[config.mk]
export PLATFORM = sky130hd
export DESIGN_NAME = swd_top
export DESIGN_NICKNAME = d
export VERILOG_FILES = /design/src/inc/swd_pkg.sv /design/src/logic/swd_top.sv /design/src/logic/swd_filter.sv
export SDC_FILE = /design/constraint.sdc
export NUM_CORES = 1
export LEC_CHECK = 0
export CORE_MARGIN = 2
export CORE_UTILIZATION = 64
export CTS_CLUSTER_DIAMETER = 80
export DETAILED_ROUTE_END_ITERATION = 7
export DONT_BUFFER_PORTS = 1
export GPL_ROUTABILITY_DRIVEN = 1
export PLACE_DENSITY_LB_ADDON = 0.08
export SLEW_MARGIN = 0
export SYNTH_ARGS = -nofsm -noshare
export SYNTH_HDL_FRONTEND = slang
export SYNTH_HIERARCHICAL = 1
export SYNTH_SLANG_ARGS = --single-unit
[constraint.sdc]
create_clock -name core_clk -period 4.4 [get_ports core_clk]
set_input_delay 0.44 -clock core_clk [delete_from_list [all_inputs] [get_ports core_clk]]
set_output_delay 0.44 -clock core_clk [all_outputs]
set_load 0.02 [all_outputs]
[src/inc/swd_pkg.sv]
// ****************************************
// Shared constants and carriers
// ****************************************
package swd_pkg;

  // ****************************************
  // Clock
  // ****************************************
  localparam real CLK_PERIOD_NS = 10.0;

  // ****************************************
  // Timeout periods, selectable at build time
  // ****************************************
  localparam real TMO0_MS = 3.4;
  localparam real TMO1_MS = 6.3;
  localparam real TMO2_MS = 102.0;
  localparam real TMO3_MS = 1600.0;
  localparam int unsigned TMO0_CYC =
    int'($floor(TMO0_MS * 1.0e6 / CLK_PERIOD_NS));
  localparam int unsigned TMO1_CYC =
    int'($floor(TMO1_MS * 1.0e6 / CLK_PERIOD_NS));
  localparam int unsigned TMO2_CYC =
    int'($floor(TMO2_MS * 1.0e6 / CLK_PERIOD_NS));
  localparam int unsigned TMO3_CYC =
    int'($floor(TMO3_MS * 1.0e6 / CLK_PERIOD_NS));

  // ****************************************
  // Assertion period and low pulse floor
  // ****************************************
  localparam real ASSERT_PERIOD_MS = 1.0;
  localparam int unsigned ASSERT_CYC =
    int'($floor(ASSERT_PERIOD_MS * 1.0e6 / CLK_PERIOD_NS));
  localparam real MIN_LOW_US = 10.0;
  localparam int unsigned MIN_LOW_CYC =
    int'($ceil(MIN_LOW_US * 1.0e3 / CLK_PERIOD_NS));

  // ****************************************
  // Input glitch filter
  // ****************************************
  localparam real GLITCH_NS = 100.0;
  localparam int unsigned GLITCH_CYC =
    int'($ceil(GLITCH_NS / CLK_PERIOD_NS));
  localparam int GLITCH_W = 8;

  // ****************************************
  // Counter width and timeout select
  // ****************************************
  localparam int CNT_W = 28;
  localparam logic [1:0] TMO_SEL_DEF = 2'h0;

  // ****************************************
  // Filtered input carrier
  // ****************************************
  typedef struct packed {
    logic level;
    logic rise;
    logic fall;
  } swd_edge_s;

endpackage : swd_pkg

[src/logic/swd_top.sv]
`timescale 1ns/100ps
// Overview of operation
// Timeout period chosen at build time among 3.4 ms, 6.3 ms, 102 ms, 1.6 s.
// Counter starts at reset release; timeout output goes low on expiry.
// Host must toggle kick input before each timeout period ends.
// Any change of the timeout output clears the counter.
// A high pulse on the disable input clears the counter.
// Rising kick edge clears always; falling edge too in dual-edge builds.
// Kick pulses of 1 us are seen; glitches under 100 ns ignored.
// Static kick with disable low makes the output toggle continuously.
// Dual-edge builds hold the output low for the full assertion period.
// Single-edge builds hold low at least 10 us, at most assertion period.
// Output is active low, open-drain or push-pull by build choice.
// Watchdog acts only while disable is low; undriven counts as low.
// Disable high at startup keeps output high while high plus one period.
// Disable high forces output high, but a low pulse lasts 10 us minimum.
// Disable pulses of 1 us are seen; glitches under 100 ns ignored.
// Timing starts after reset whatever the kick level.
// All durations derive from counters on the internal clock.
// Kick and disable are synchronised before any edge or width check.
module swd_top #(
  parameter logic [1:0]  TMO_SEL    = swd_pkg::TMO_SEL_DEF,
  parameter bit          DUAL_EDGE  = 1'b1,
  parameter bit          OPEN_DRAIN = 1'b0,
  parameter int unsigned TMO0_CYC   = swd_pkg::TMO0_CYC,
  parameter int unsigned TMO1_CYC   = swd_pkg::TMO1_CYC,
  parameter int unsigned TMO2_CYC   = swd_pkg::TMO2_CYC,
  parameter int unsigned TMO3_CYC   = swd_pkg::TMO3_CYC,
  parameter int unsigned ASSERT_CYC = swd_pkg::ASSERT_CYC,
  parameter int unsigned MIN_LOW_CYC = swd_pkg::MIN_LOW_CYC,
  parameter int unsigned GLITCH_CYC = swd_pkg::GLITCH_CYC
) (
  // Clock and reset
  input  wire logic core_clk,
  input  wire logic reset_n,
  input  wire logic clk_en,
  // Host side inputs
  input  wire logic kick_input,
  input  wire logic disable_n,
  // Timeout output pin
  output logic      timeout_output_n,
  output logic      timeout_output_oe
);

  localparam int CW = swd_pkg::CNT_W;

  // ****************************************
  // Build-time selection and checks
  // ****************************************
  function automatic int unsigned sel_tmo(input logic [1:0] sel);
    case (sel)
      2'h0:    sel_tmo = TMO0_CYC;
      2'h1:    sel_tmo = TMO1_CYC;
      2'h2:    sel_tmo = TMO2_CYC;
      default: sel_tmo = TMO3_CYC;
    endcase
  endfunction : sel_tmo

  localparam int unsigned TMO_CYC = sel_tmo(TMO_SEL);

  if (TMO_CYC < 2 || TMO_CYC >= (64'h1 << CW)) begin : g_chk_tmo
    $error("swd_top: timeout count does not fit counter");
  end
  if (ASSERT_CYC < MIN_LOW_CYC || MIN_LOW_CYC < 1 ||
      ASSERT_CYC >= (64'h1 << CW)) begin : g_chk_assert
    $error("swd_top: assertion period shorter than low floor");
  end

  // ****************************************
  // Filtered inputs
  // ****************************************
  swd_pkg::swd_edge_s kick_f;
  swd_pkg::swd_edge_s dis_f;

  swd_filter #(
    .STABLE_CYC (GLITCH_CYC)
  ) u_kick_filter (
    .core_clk (core_clk),
    .reset_n  (reset_n),
    .clk_en   (clk_en),
    .pin_i    (kick_input),
    .edge_o   (kick_f)
  );

  swd_filter #(
    .STABLE_CYC (GLITCH_CYC)
  ) u_dis_filter (
    .core_clk (core_clk),
    .reset_n  (reset_n),
    .clk_en   (clk_en),
    .pin_i    (disable_n),
    .edge_o   (dis_f)
  );

  // ****************************************
  // State
  // ****************************************
  typedef enum logic [2:0] {
    ST_RUN    = 3'b001,
    ST_ASSERT = 3'b010,
    ST_HOLD   = 3'b100
  } swd_state_e;

  typedef struct packed {
    swd_state_e    st;
    logic [CW-1:0] cnt;
    logic          out_n;
  } swd_top_s;

  swd_top_s top_q;
  swd_top_s top_d;

  logic kick_clr;
  logic low_done;

  assign kick_clr = kick_f.rise | (DUAL_EDGE & kick_f.fall);
  assign low_done = top_q.cnt >= CW'(MIN_LOW_CYC - 1);

  // ****************************************
  // Next state
  // ****************************************
  always_comb begin
    top_d = top_q;
    case (top_q.st)
      ST_RUN: begin
        top_d.out_n = 1'b1;
        if (dis_f.level) begin
          top_d.st  = ST_HOLD;
          top_d.cnt = '0;
        end else if (kick_clr) begin
          top_d.cnt = '0;
        end else if (top_q.cnt == CW'(TMO_CYC - 1)) begin
          top_d.st    = ST_ASSERT;
          top_d.out_n = 1'b0;
          top_d.cnt   = '0;
        end else begin
          top_d.cnt = top_q.cnt + CW'(1);
        end
      end
      ST_ASSERT: begin
        top_d.cnt = top_q.cnt + CW'(1);
        if (dis_f.level && low_done) begin
          top_d.st    = ST_HOLD;
          top_d.out_n = 1'b1;
          top_d.cnt   = '0;
        end else if (!DUAL_EDGE && kick_f.rise && low_done &&
                     !dis_f.level) begin
          top_d.st    = ST_RUN;
          top_d.out_n = 1'b1;
          top_d.cnt   = '0;
        end else if (top_q.cnt == CW'(ASSERT_CYC - 1)) begin
          top_d.st    = dis_f.level ? ST_HOLD : ST_RUN;
          top_d.out_n = 1'b1;
          top_d.cnt   = '0;
        end
      end
      ST_HOLD: begin
        top_d.out_n = 1'b1;
        top_d.cnt   = '0;
        if (!dis_f.level) begin
          top_d.st = ST_RUN;
        end
      end
      default: begin
        top_d.st    = ST_RUN;
        top_d.cnt   = '0;
        top_d.out_n = 1'b1;
      end
    endcase
  end

  always_ff @(posedge core_clk or negedge reset_n) begin
    if (!reset_n) begin
      top_q.st    <= ST_RUN;
      top_q.cnt   <= '0;
      top_q.out_n <= 1'b1;
    end else if (clk_en) begin
      top_q <= top_d;
    end
  end

  // ****************************************
  // Output stage
  // ****************************************
  assign timeout_output_n  = OPEN_DRAIN ? 1'b0 : top_q.out_n;
  assign timeout_output_oe = OPEN_DRAIN ? !top_q.out_n : 1'b1;

endmodule : swd_top

[src/logic/swd_filter.sv]
`timescale 1ns/100ps
// ****************************************
// Synchroniser and glitch filter
// ****************************************
module swd_filter #(
  parameter int unsigned STABLE_CYC = swd_pkg::GLITCH_CYC
) (
  // Clock and reset
  input  wire logic              core_clk,
  input  wire logic              reset_n,
  input  wire logic              clk_en,
  // Raw pin
  input  wire logic              pin_i,
  // Filtered level and edges
  output swd_pkg::swd_edge_s     edge_o
);

  localparam int W = swd_pkg::GLITCH_W;

  typedef struct packed {
    logic [1:0]  sync;
    logic        cand;
    logic [W-1:0] cnt;
    logic        primed;
    logic        level;
    logic        rise;
    logic        fall;
  } swd_flt_s;

  swd_flt_s flt_q;
  swd_flt_s flt_d;

  if (STABLE_CYC < 1 || STABLE_CYC >= (1 << W)) begin : g_chk
    $error("swd_filter: STABLE_CYC out of range");
  end

  // ****************************************
  // Next state
  // ****************************************
  always_comb begin
    flt_d      = flt_q;
    flt_d.rise = 1'b0;
    flt_d.fall = 1'b0;
    flt_d.sync = {flt_q.sync[0], pin_i};
    if (flt_q.sync[1] != flt_q.cand) begin
      flt_d.cand = flt_q.sync[1];
      flt_d.cnt  = '0;
    end else if (flt_q.cnt != W'(STABLE_CYC - 1)) begin
      flt_d.cnt = flt_q.cnt + W'(1);
    end else if (!flt_q.primed) begin
      flt_d.primed = 1'b1;
      flt_d.level  = flt_q.cand;
    end else if (flt_q.cand != flt_q.level) begin
      flt_d.level = flt_q.cand;
      flt_d.rise  = flt_q.cand;
      flt_d.fall  = !flt_q.cand;
    end
  end

  always_ff @(posedge core_clk or negedge reset_n) begin
    if (!reset_n) begin
      flt_q <= '0;
    end else if (clk_en) begin
      flt_q <= flt_d;
    end
  end

  assign edge_o = '{level: flt_q.level, rise: flt_q.rise,
                    fall: flt_q.fall};

endmodule : swd_filter

Word level (Yosys, flattened, before mapping)
Index checks and enable logic that the tools add are counted.
{ "word_totals": {"regBits": 60, "inputBits": 5, "word_cells": 80} }
{ "classes": {"n_addsub": 3, "order_cmp": 1, "n_eq_ne": 17, "muxes": 24, "bitwise_logic": 5, "reduce_logical": 15} }
{ "op_table": {"columns": ["op", "n"], "rows": [
  ["$pmux 32 s3", 1],
  ["$mux 32", 2],
  ["$mux 28", 2],
  ["$mux 8", 4],
  ["$mux 31", 1],
  ["$add 28x1->28 const B", 1],
  ["$eq 28x17->1 const B", 1],
  ["$eq 28x19->1 const B", 1],
  ["$ge 28x10->1 const B", 1],
  ["$mux 3", 6],
  ["$add 8x1->8 const B", 2],
  ["$ne 8x4->1 const B", 2],
  ["$reduce_and 2->1", 5],
  ["$reduce_and 4->1", 2],
  ["$mux 2", 3],
  ["$ne 2x2->1 const B", 3],
  ["$ne 3x2->1 const B", 2],
  ["$reduce_and 3->1", 2],
  ["$mux 1", 5],
  ["$reduce_and 5->1", 1],
  ["$ne 1x1->1", 4],
  ["$not 1->1", 4],
  ["$reduce_bool 2->1", 2],
  ["$eq 3x1->1 const B", 1],
  ["6 further kinds", 7]
]} }

Depth between registers and ports, before layout
Gate-level depths: netlist of the first run.
{ "depth": {"depth_word": 5, "ltp_mapped": 8, "mapped_depth_nobuf": 7} }

Hierarchy
The synthesis of the first run kept the hierarchy.
{ "by_module_without_submodules": {"columns": ["module", "n_inst", "cells_each", "area_per_inst_um2", "seq_area_each_um2"], "rows": [
  ["swd_top", 1, 220, 1991.9, 803.3],
  ["swd_filter", 2, 74, 794.5, 375.4]
]} }

Worst setup path before layout of the first run
No wires, ideal clock.
{ "synth_path": {"path_type": "register to register", "from": "register top_q[6] (netlist name)", "to": "register top_q[29] (netlist name)", "setup_ns": 0.085, "arrival_ns": 2.416, "required_ns": 4.315, "path_slack_ns": 1.900, "path_stages_with_launch": 7, "n_path_buf": 0, "synth_period_minus_slack_ns": 2.500, "path_cell_list": "dfrtp_1 -> or4b_1 -> or4_1 -> o31ai_4 -> or2_2 -> and3_1 -> mux2_1"} }
{ "synth_via": {"elab_chain_len": 4} }
{ "synth_lines": {"columns": ["item", "line_no", "rtl"], "rows": [
  ["from (decl)", "swd_top.sv:110", "swd_top_s top_q;"],
  ["from (signal assigned)", "swd_top.sv:178", "top_q <= top_d;"],
  ["$ge 28x10->1", "swd_top.sv:117", "assign low_done = top_q.cnt >= CW'(MIN_LOW_CYC - 1);"],
  ["$logic_and 1x1->1", "swd_top.sv:142", "if (dis_f.level && low_done) begin"],
  ["$ne 3x3->1 (no source line) or $mux 32 (tied branches)", null, null],
  ["$reduce_and 5->1 (no source line) or $pmux 32 s3 (tied branches)", null, null]
]} }
Parallel ways exist; a longest one is shown, timed or not.
A chain may end at the register's enable or synchronous reset.

Worst setup path in the final report of the first run
{ "layout_path": {"from": "register top_q[1] (netlist name)", "to": "register top_q[19] (netlist name)"} }
{ "layout_via": {"elab_chain_len": 5} }
{ "layout_lines": {"columns": ["item", "line_no", "rtl"], "rows": [
  ["$add 28x1->28 or $eq 28x19->1 (tied branches)", "swd_top.sv:137, swd_top.sv:141, swd_top.sv:132", null],
  ["$mux 28", "swd_top.sv:132", "end else if (top_q.cnt == CW'(TMO_CYC - 1)) begin"],
  ["$mux 28", "swd_top.sv:130", "end else if (kick_clr) begin"],
  ["$mux 31", "swd_top.sv:127", "if (dis_f.level) begin"],
  ["$pmux 32 s3 *", "swd_top.sv:124", "case (top_q.st)"]
]} }
Every way passes the cells marked *; elsewhere a longest branch is shown, timed or not. The select of a mux whose other input is x is not followed.

==> results of run 1 <==
==> what timing repair did <==
item,in CTS,in global routing
endpoints found under the setup margin,0,0
hold buffers,2,0
resized for setup,0,0
endpoints found under the hold margin,60,0
==> final cells by class <==
type                            instances  area (µm²)  area share, %
Clock buffer                           15         176           4.80
Clock inverter                          1        5.00          0.136
Inverter                               13        48.8           1.33
Multi-Input combinational cell        270        1820           49.5
Sequential cell                        60        1500           40.9
Tap cell                               70        87.6           2.38
Timing Repair Buffer                    2        37.5           1.02
==> power by group <==
group	switching [mW]	internal (mW)
registers	0.0449	0.594
logic	0.125	0.0868
clock network	0.212	0.251
==> metrics by stage <==
step / area [µm²] / hold slack (ps) / std cells / setup slack (ps) / power [mW]
CTS: 3680 / 164 / 431 / 1190 / 1.31
global placement: 3460 / 145 / 413 / 1260 / 0.835
finish: 3680 / 175 / 431 / 1140 / 1.31
floorplan: 3480 / 144 / 360 / 1900 / 0.803
detailed placement: 3460 / 146 / 413 / 1190 / 0.844
global route: 3680 / 172 / 431 / 851 / 1.37
==> per-layer routing <==
metal / global-route usage (%) / up-vias / share of wire, %
met5: 0 / - / 0
met3: 4.19 / 12 / 4.9
met1: 34.6 / 1403 / 46
met4: 11.1 / 0 / 1.7
li1: - / 1365 / -
met2: 42.0 / 92 / 47
==> worst register-to-register path: stages, from the launching register on <==
cell	delay, ps
dfrtp_1	400
ha_1	280
a211o_1	290
a31oi_1	200
a41oi_1	230
o21ai_2	410
nand3_1	760
o311ai_0	570
==> final timing paths <==
path	from	endpoint	slack [ps]
setup / recovery	top_q[1]	top_q[19]	1140
hold / removal	clk_en	timeout_output_n	180
setup reg to reg	top_q[1]	top_q[19]	1140
hold reg to reg	u_dis_filter/flt_d[14]	u_dis_filter/flt_d[14]	500
max in group asynchronous	reset_n	top_q[29]	3470
min in group asynchronous	reset_n	top_q[5]	620
==> layout by cell type, fill, tap and decap left out, drive strengths merged, types with 9 or more instances in the layout <==
master	instances
dfrtp	58
nand2	34
o21ai	28
nand3	27
o31ai	20
clkbuf	15
nor2	14
o211ai	14
inv	13
nand4	11
a31oi	9
==> sequential cells by signal, indices dropped and copies added (netlist names) <==
signal / count
top_q: 31
timeout_output_n: 1
u_dis_filter/flt_d: 1
u_dis_filter/edge_o: 1
u_dis_filter/flt_q: 11
u_kick_filter/flt_q: 11
u_kick_filter/flt_d: 1
u_kick_filter/edge_o: 3
==> flow_summary_export.csv, run 1 <==
group,metric,value,unit
power_and_ir_drop,vdd_ir_drop_max,275,µV
grt,first_global_vias,2650,
run,drv_cap,0,
setup_path,worst-setup-path-type,"flop to flop",
placement,gp_congestion,0.890,
floorplanning,start_util,67.2,%
clock_network,clk_latency,340,ps
logic_synthesis,syn-num-nets,373,
timing,rsz0062_at_grt,"no",
placement,portBuffers,0,
power_and_ir_drop,p_leak,1.46,nW
route,postRouteAntennaNets,0,
clock_network,clk_path_buf_depth,2,
logic_synthesis,syn_inst,360,
hold_path,min_delay_path_depth,1,
clock_network,numCtsBuffers,9,
clock_network,cts_setup_buffers,0,
grt,grt_max_degree,61,
setup_path,crit_fanout,22,
timing,maxSlewViolCount,0,
grt,grt_overflow,0,
floorplanning,rows,26,
setup_path,r2r_cells,7,
setup_path,crit_family,"compound AO/OA/AOI/OAI gates",
timing,hold_violations,0,
timing,max_freq,0.307,GHz
outcome,run_status,"completed",
floorplanning,core_region_area,0.00517,mm²
route,wire_per_inst,17.2,µm
route,vias_per_cell,6.66,
route,drcViolationCount,0,
clock_network,root_buffer,"clkbuf_8",
grt,grt_pass1_wl,12.5,mm
floorplanning,ios,7,
setup_path,crit_chain,"ha_1 > a211o_1 > a31oi_1 > a41oi_1 > o21ai_2 > nand3_1 > o311ai_0",
clock_network,clock-sinks,60,
cells_and_area,syn_to_final_growth,5.83,%
cells_and_area,fillCellCount,374,
setup_path,start_kind,"flop",
timing,fin_worst_skew,7.65,ps
setup_path,slowest_stage,"nand3_1",
cells_and_area,antenna_cells,0,
setup_path,worst_setup_path_end_kind,"flop",
power_and_ir_drop,power.density,357,mW/mm²
floorplanning,die-area,0.00604,mm²
setup_path,cp.buffers_inverters,0,
setup_path,path_depth,7,
timing,finalCritPeriodShare,74.1,%
route,drt_iter0_drc,237,
grt,track_usage,26.0,%
logic_synthesis,syn_area,0.00348,mm²
clock_network,clk_pin_slew,70,ps
hold_path,hp-class,"input port to flop",
timing,relSlewSlack,14.5,%
floorplanning,die_h,77.7,µm
setup_path,max_stage_delay,760,ps
floorplanning,die_x,77.7,µm
logic_synthesis,postSynthAreaPerCell,9.66,µm²
cells_and_area,fin_util,71.1,%
logic_synthesis,synth.yosys.warnings,6,
timing,finalSetupViolations,0,
timing,tns,0,ps
cells_and_area,fin_nets,369,
timing,worst_pin_slew,1280,ps
route,route.vias.total,2872,
clock_network,htreeDepth,3,
setup_path,cp.required,4620,ps
timing,period_needed,3260,ps
cells_and_area,drive_gt1_share,11.9,%
setup_path,crit_arrival,3480,ps
route,wl,7.40,mm
route,dr.pass1.iters,6,
clock_network,cts_tree,"done",
placement,dp_hpwl,4.89,mm
grt,antenna_found_initial,0,
Power figures use the tool's default switching activity.
==> inputs of run 2 (changes only) <==
clock period = 3.2 ns   (was 4.4 ns; I/O delays follow)
==> run 2 against run 1 <==
  * Sequential power increased by 38%
  * Die area unchanged
  * First-iteration DRC count is 13% higher
==> flow_summary_export.csv, run 2 (same netlist as run 1, synthesis figures left out) <==
group,metric,value,unit
outcome,run_status,"completed",
setup_path,worstSetupStartpoint,"top_q[6]",
cells_and_area,antenna_cells,0,
clock_network,cts_tree,"done",
grt,antenna_found_initial,0,
cells_and_area,stdcell_area,0.00367,mm²
placement,dp_cells,415,
timing,fin_worst_skew,10.0,ps
timing,maxSlewViolCount,0,
setup_path,reg2reg_from,"top_q[6]",
timing,rsz0062_at_grt,"no",
placement,dp_hpwl,4.79,mm
clock_network,root_buffer,"clkbuf_8",
grt,use_met3,4.88,%
clock_network,numCtsBuffers,9,
clock_network,clk_path_buf_depth,2,
route,dr.pass1.iters,6,
route,vias_per_cell,6.49,
floorplanning,ios,7,
placement,gp_congestion,0.912,
cells_and_area,reg_top3,"top_q: 31 flops, u_dis_filter/flt_q: 11 flops, u_kick_filter/flt_q: 11 flops",
route,route.vias.total,2809,
placement,portBuffers,0,
route,wl,7.10,mm
setup_path,worst_setup_path_end_kind,"flop",
setup_path,r2r_cells,6,
setup_path,crit_fanout,13,
floorplanning,die-area,0.00604,mm²
grt,grt_max_degree,61,
setup_path,cp.required,3400,ps
grt,grt_overflow,0,
route,drt_iter0_drc,268,
cells_and_area,fin_cells,433,
clock_network,clk_pin_slew,70,ps
floorplanning,die_h,77.7,µm
run,drv_cap,0,
timing,finalCritPeriodShare,88.4,%
power_and_ir_drop,vdd_ir_drop_max,332,µV
placement,place_area,0.00347,mm²
route,drcViolationCount,0,
cells_and_area,final_common_cell,"dfrtp_1",
cells_and_area,top_register,"top_q",
setup_path,r2r_end,"top_q[16]",
timing,hold_violations,0,
floorplanning,core_region_area,0.00517,mm²
route,postRouteAntennaNets,0,
floorplanning,start_util,67.2,%
grt,grt_util_met2,42.5,%
route,wire_per_inst,16.4,µm
cells_and_area,fin_util,71.0,%
cells_and_area,largest_register_ffs,31,
timing,worst_hold_slack,57.5,ps
grt,track_usage,25.5,%
clock_network,cts_setup_buffers,0,
timing,max_freq,0.354,GHz
setup_path,start_kind,"flop",
power_and_ir_drop,p_leak,1.45,nW
cells_and_area,drive_gt1_share,12.1,%
hold_path,hp-class,"input port to flop",
timing,period_needed,2830,ps
floorplanning,rows,26,
grt,top_usage_layer,"met2",
power_and_ir_drop,power.density,475,mW/mm²
cells_and_area,fin_nets,371,
grt,grt_pass1_wl,12.5,mm
setup_path,r2r_setup_slack,370,ps
grt,met1_usage,32.8,%
timing,worst_pin_slew,1080,ps
setup_path,crit_path_end,"top_q[16]",
clock_network,clock-sinks,60,
cells_and_area,syn_to_final_growth,5.72,%
timing,finalSetupViolations,0,
timing,relSlewSlack,27.8,%
timing,tns,0,ps
setup_path,crit_arrival,3030,ps
clock_network,htreeDepth,3,
clock_network,clk_latency,330,ps
setup_path,worst-setup-path-type,"flop to flop",
grt,first_global_vias,2729,
floorplanning,die_x,77.7,µm
cells_and_area,final_cell_mix,"58 x dfrtp_1, 33 x nand2_1, 27 x nand3_1, 27 x o21ai_0, 18 x o31ai_1",
## run 2: critical path, cell delays in order, from the launching register on
cell,delay [ps]
dfrtp_1,460
or4b_1,560
or4_1,590
o31ai_4,260
o211ai_1,440
nand3_1,260
o41ai_1,110
## run 2: timing repair
action | in CTS | in global routing
setup endpoints to repair | 0 | 0
gates resized for setup | 0 | 0
hold buffers | 2 | 0
endpoints found under the hold margin | 60 | 0
## run 2: final cells by class
type,count,area [µm²]
Inverter,13,48.8
Timing Repair Buffer,4,52.6
Fill cell,388,1500
Sequential cell,60,1500
Tap cell,70,87.6
Clock inverter,2,10.0
Multi-Input combinational cell,270,1820
Clock buffer,14,153
## run 2: how the worst min path moves through the flow
stage / start / to / cells past startpoint
floorplan: reset_n / top_q[10] / 0
global placement: reset_n / top_q[3] / 0
detailed placement: reset_n / top_q[8] / 0
CTS: clk_en / timeout_output_n / 1
global route: clk_en / timeout_output_n / 1
finish: clk_en / timeout_output_n / 1
## run 2: power breakdown
group          switching (mW)  total (mW)  internal [mW]
clock network           0.275       0.575          0.301
logic                   0.169       0.290          0.120
registers              0.0636       0.880          0.816
## run 2: stage by stage
| step | worst slack [ps] | total power, mW |
|---|---|---|
| 2_1_floorplan | 700 | 1.10 |
| 3_3_place_gp | 456 | 1.15 |
| 3_5_place_dp | 382 | 1.16 |
| 4_1_cts | 370 | 1.76 |
| 5_1_grt | 129 | 1.84 |
| 6_report | 371 | 1.75 |
## run 2: metal layers
metal  up-vias  share of wire, %
li1       1372                 -
met1      1327                46
met2        98                48
met3        12               4.6
met4         0               1.8
met5         -                 0
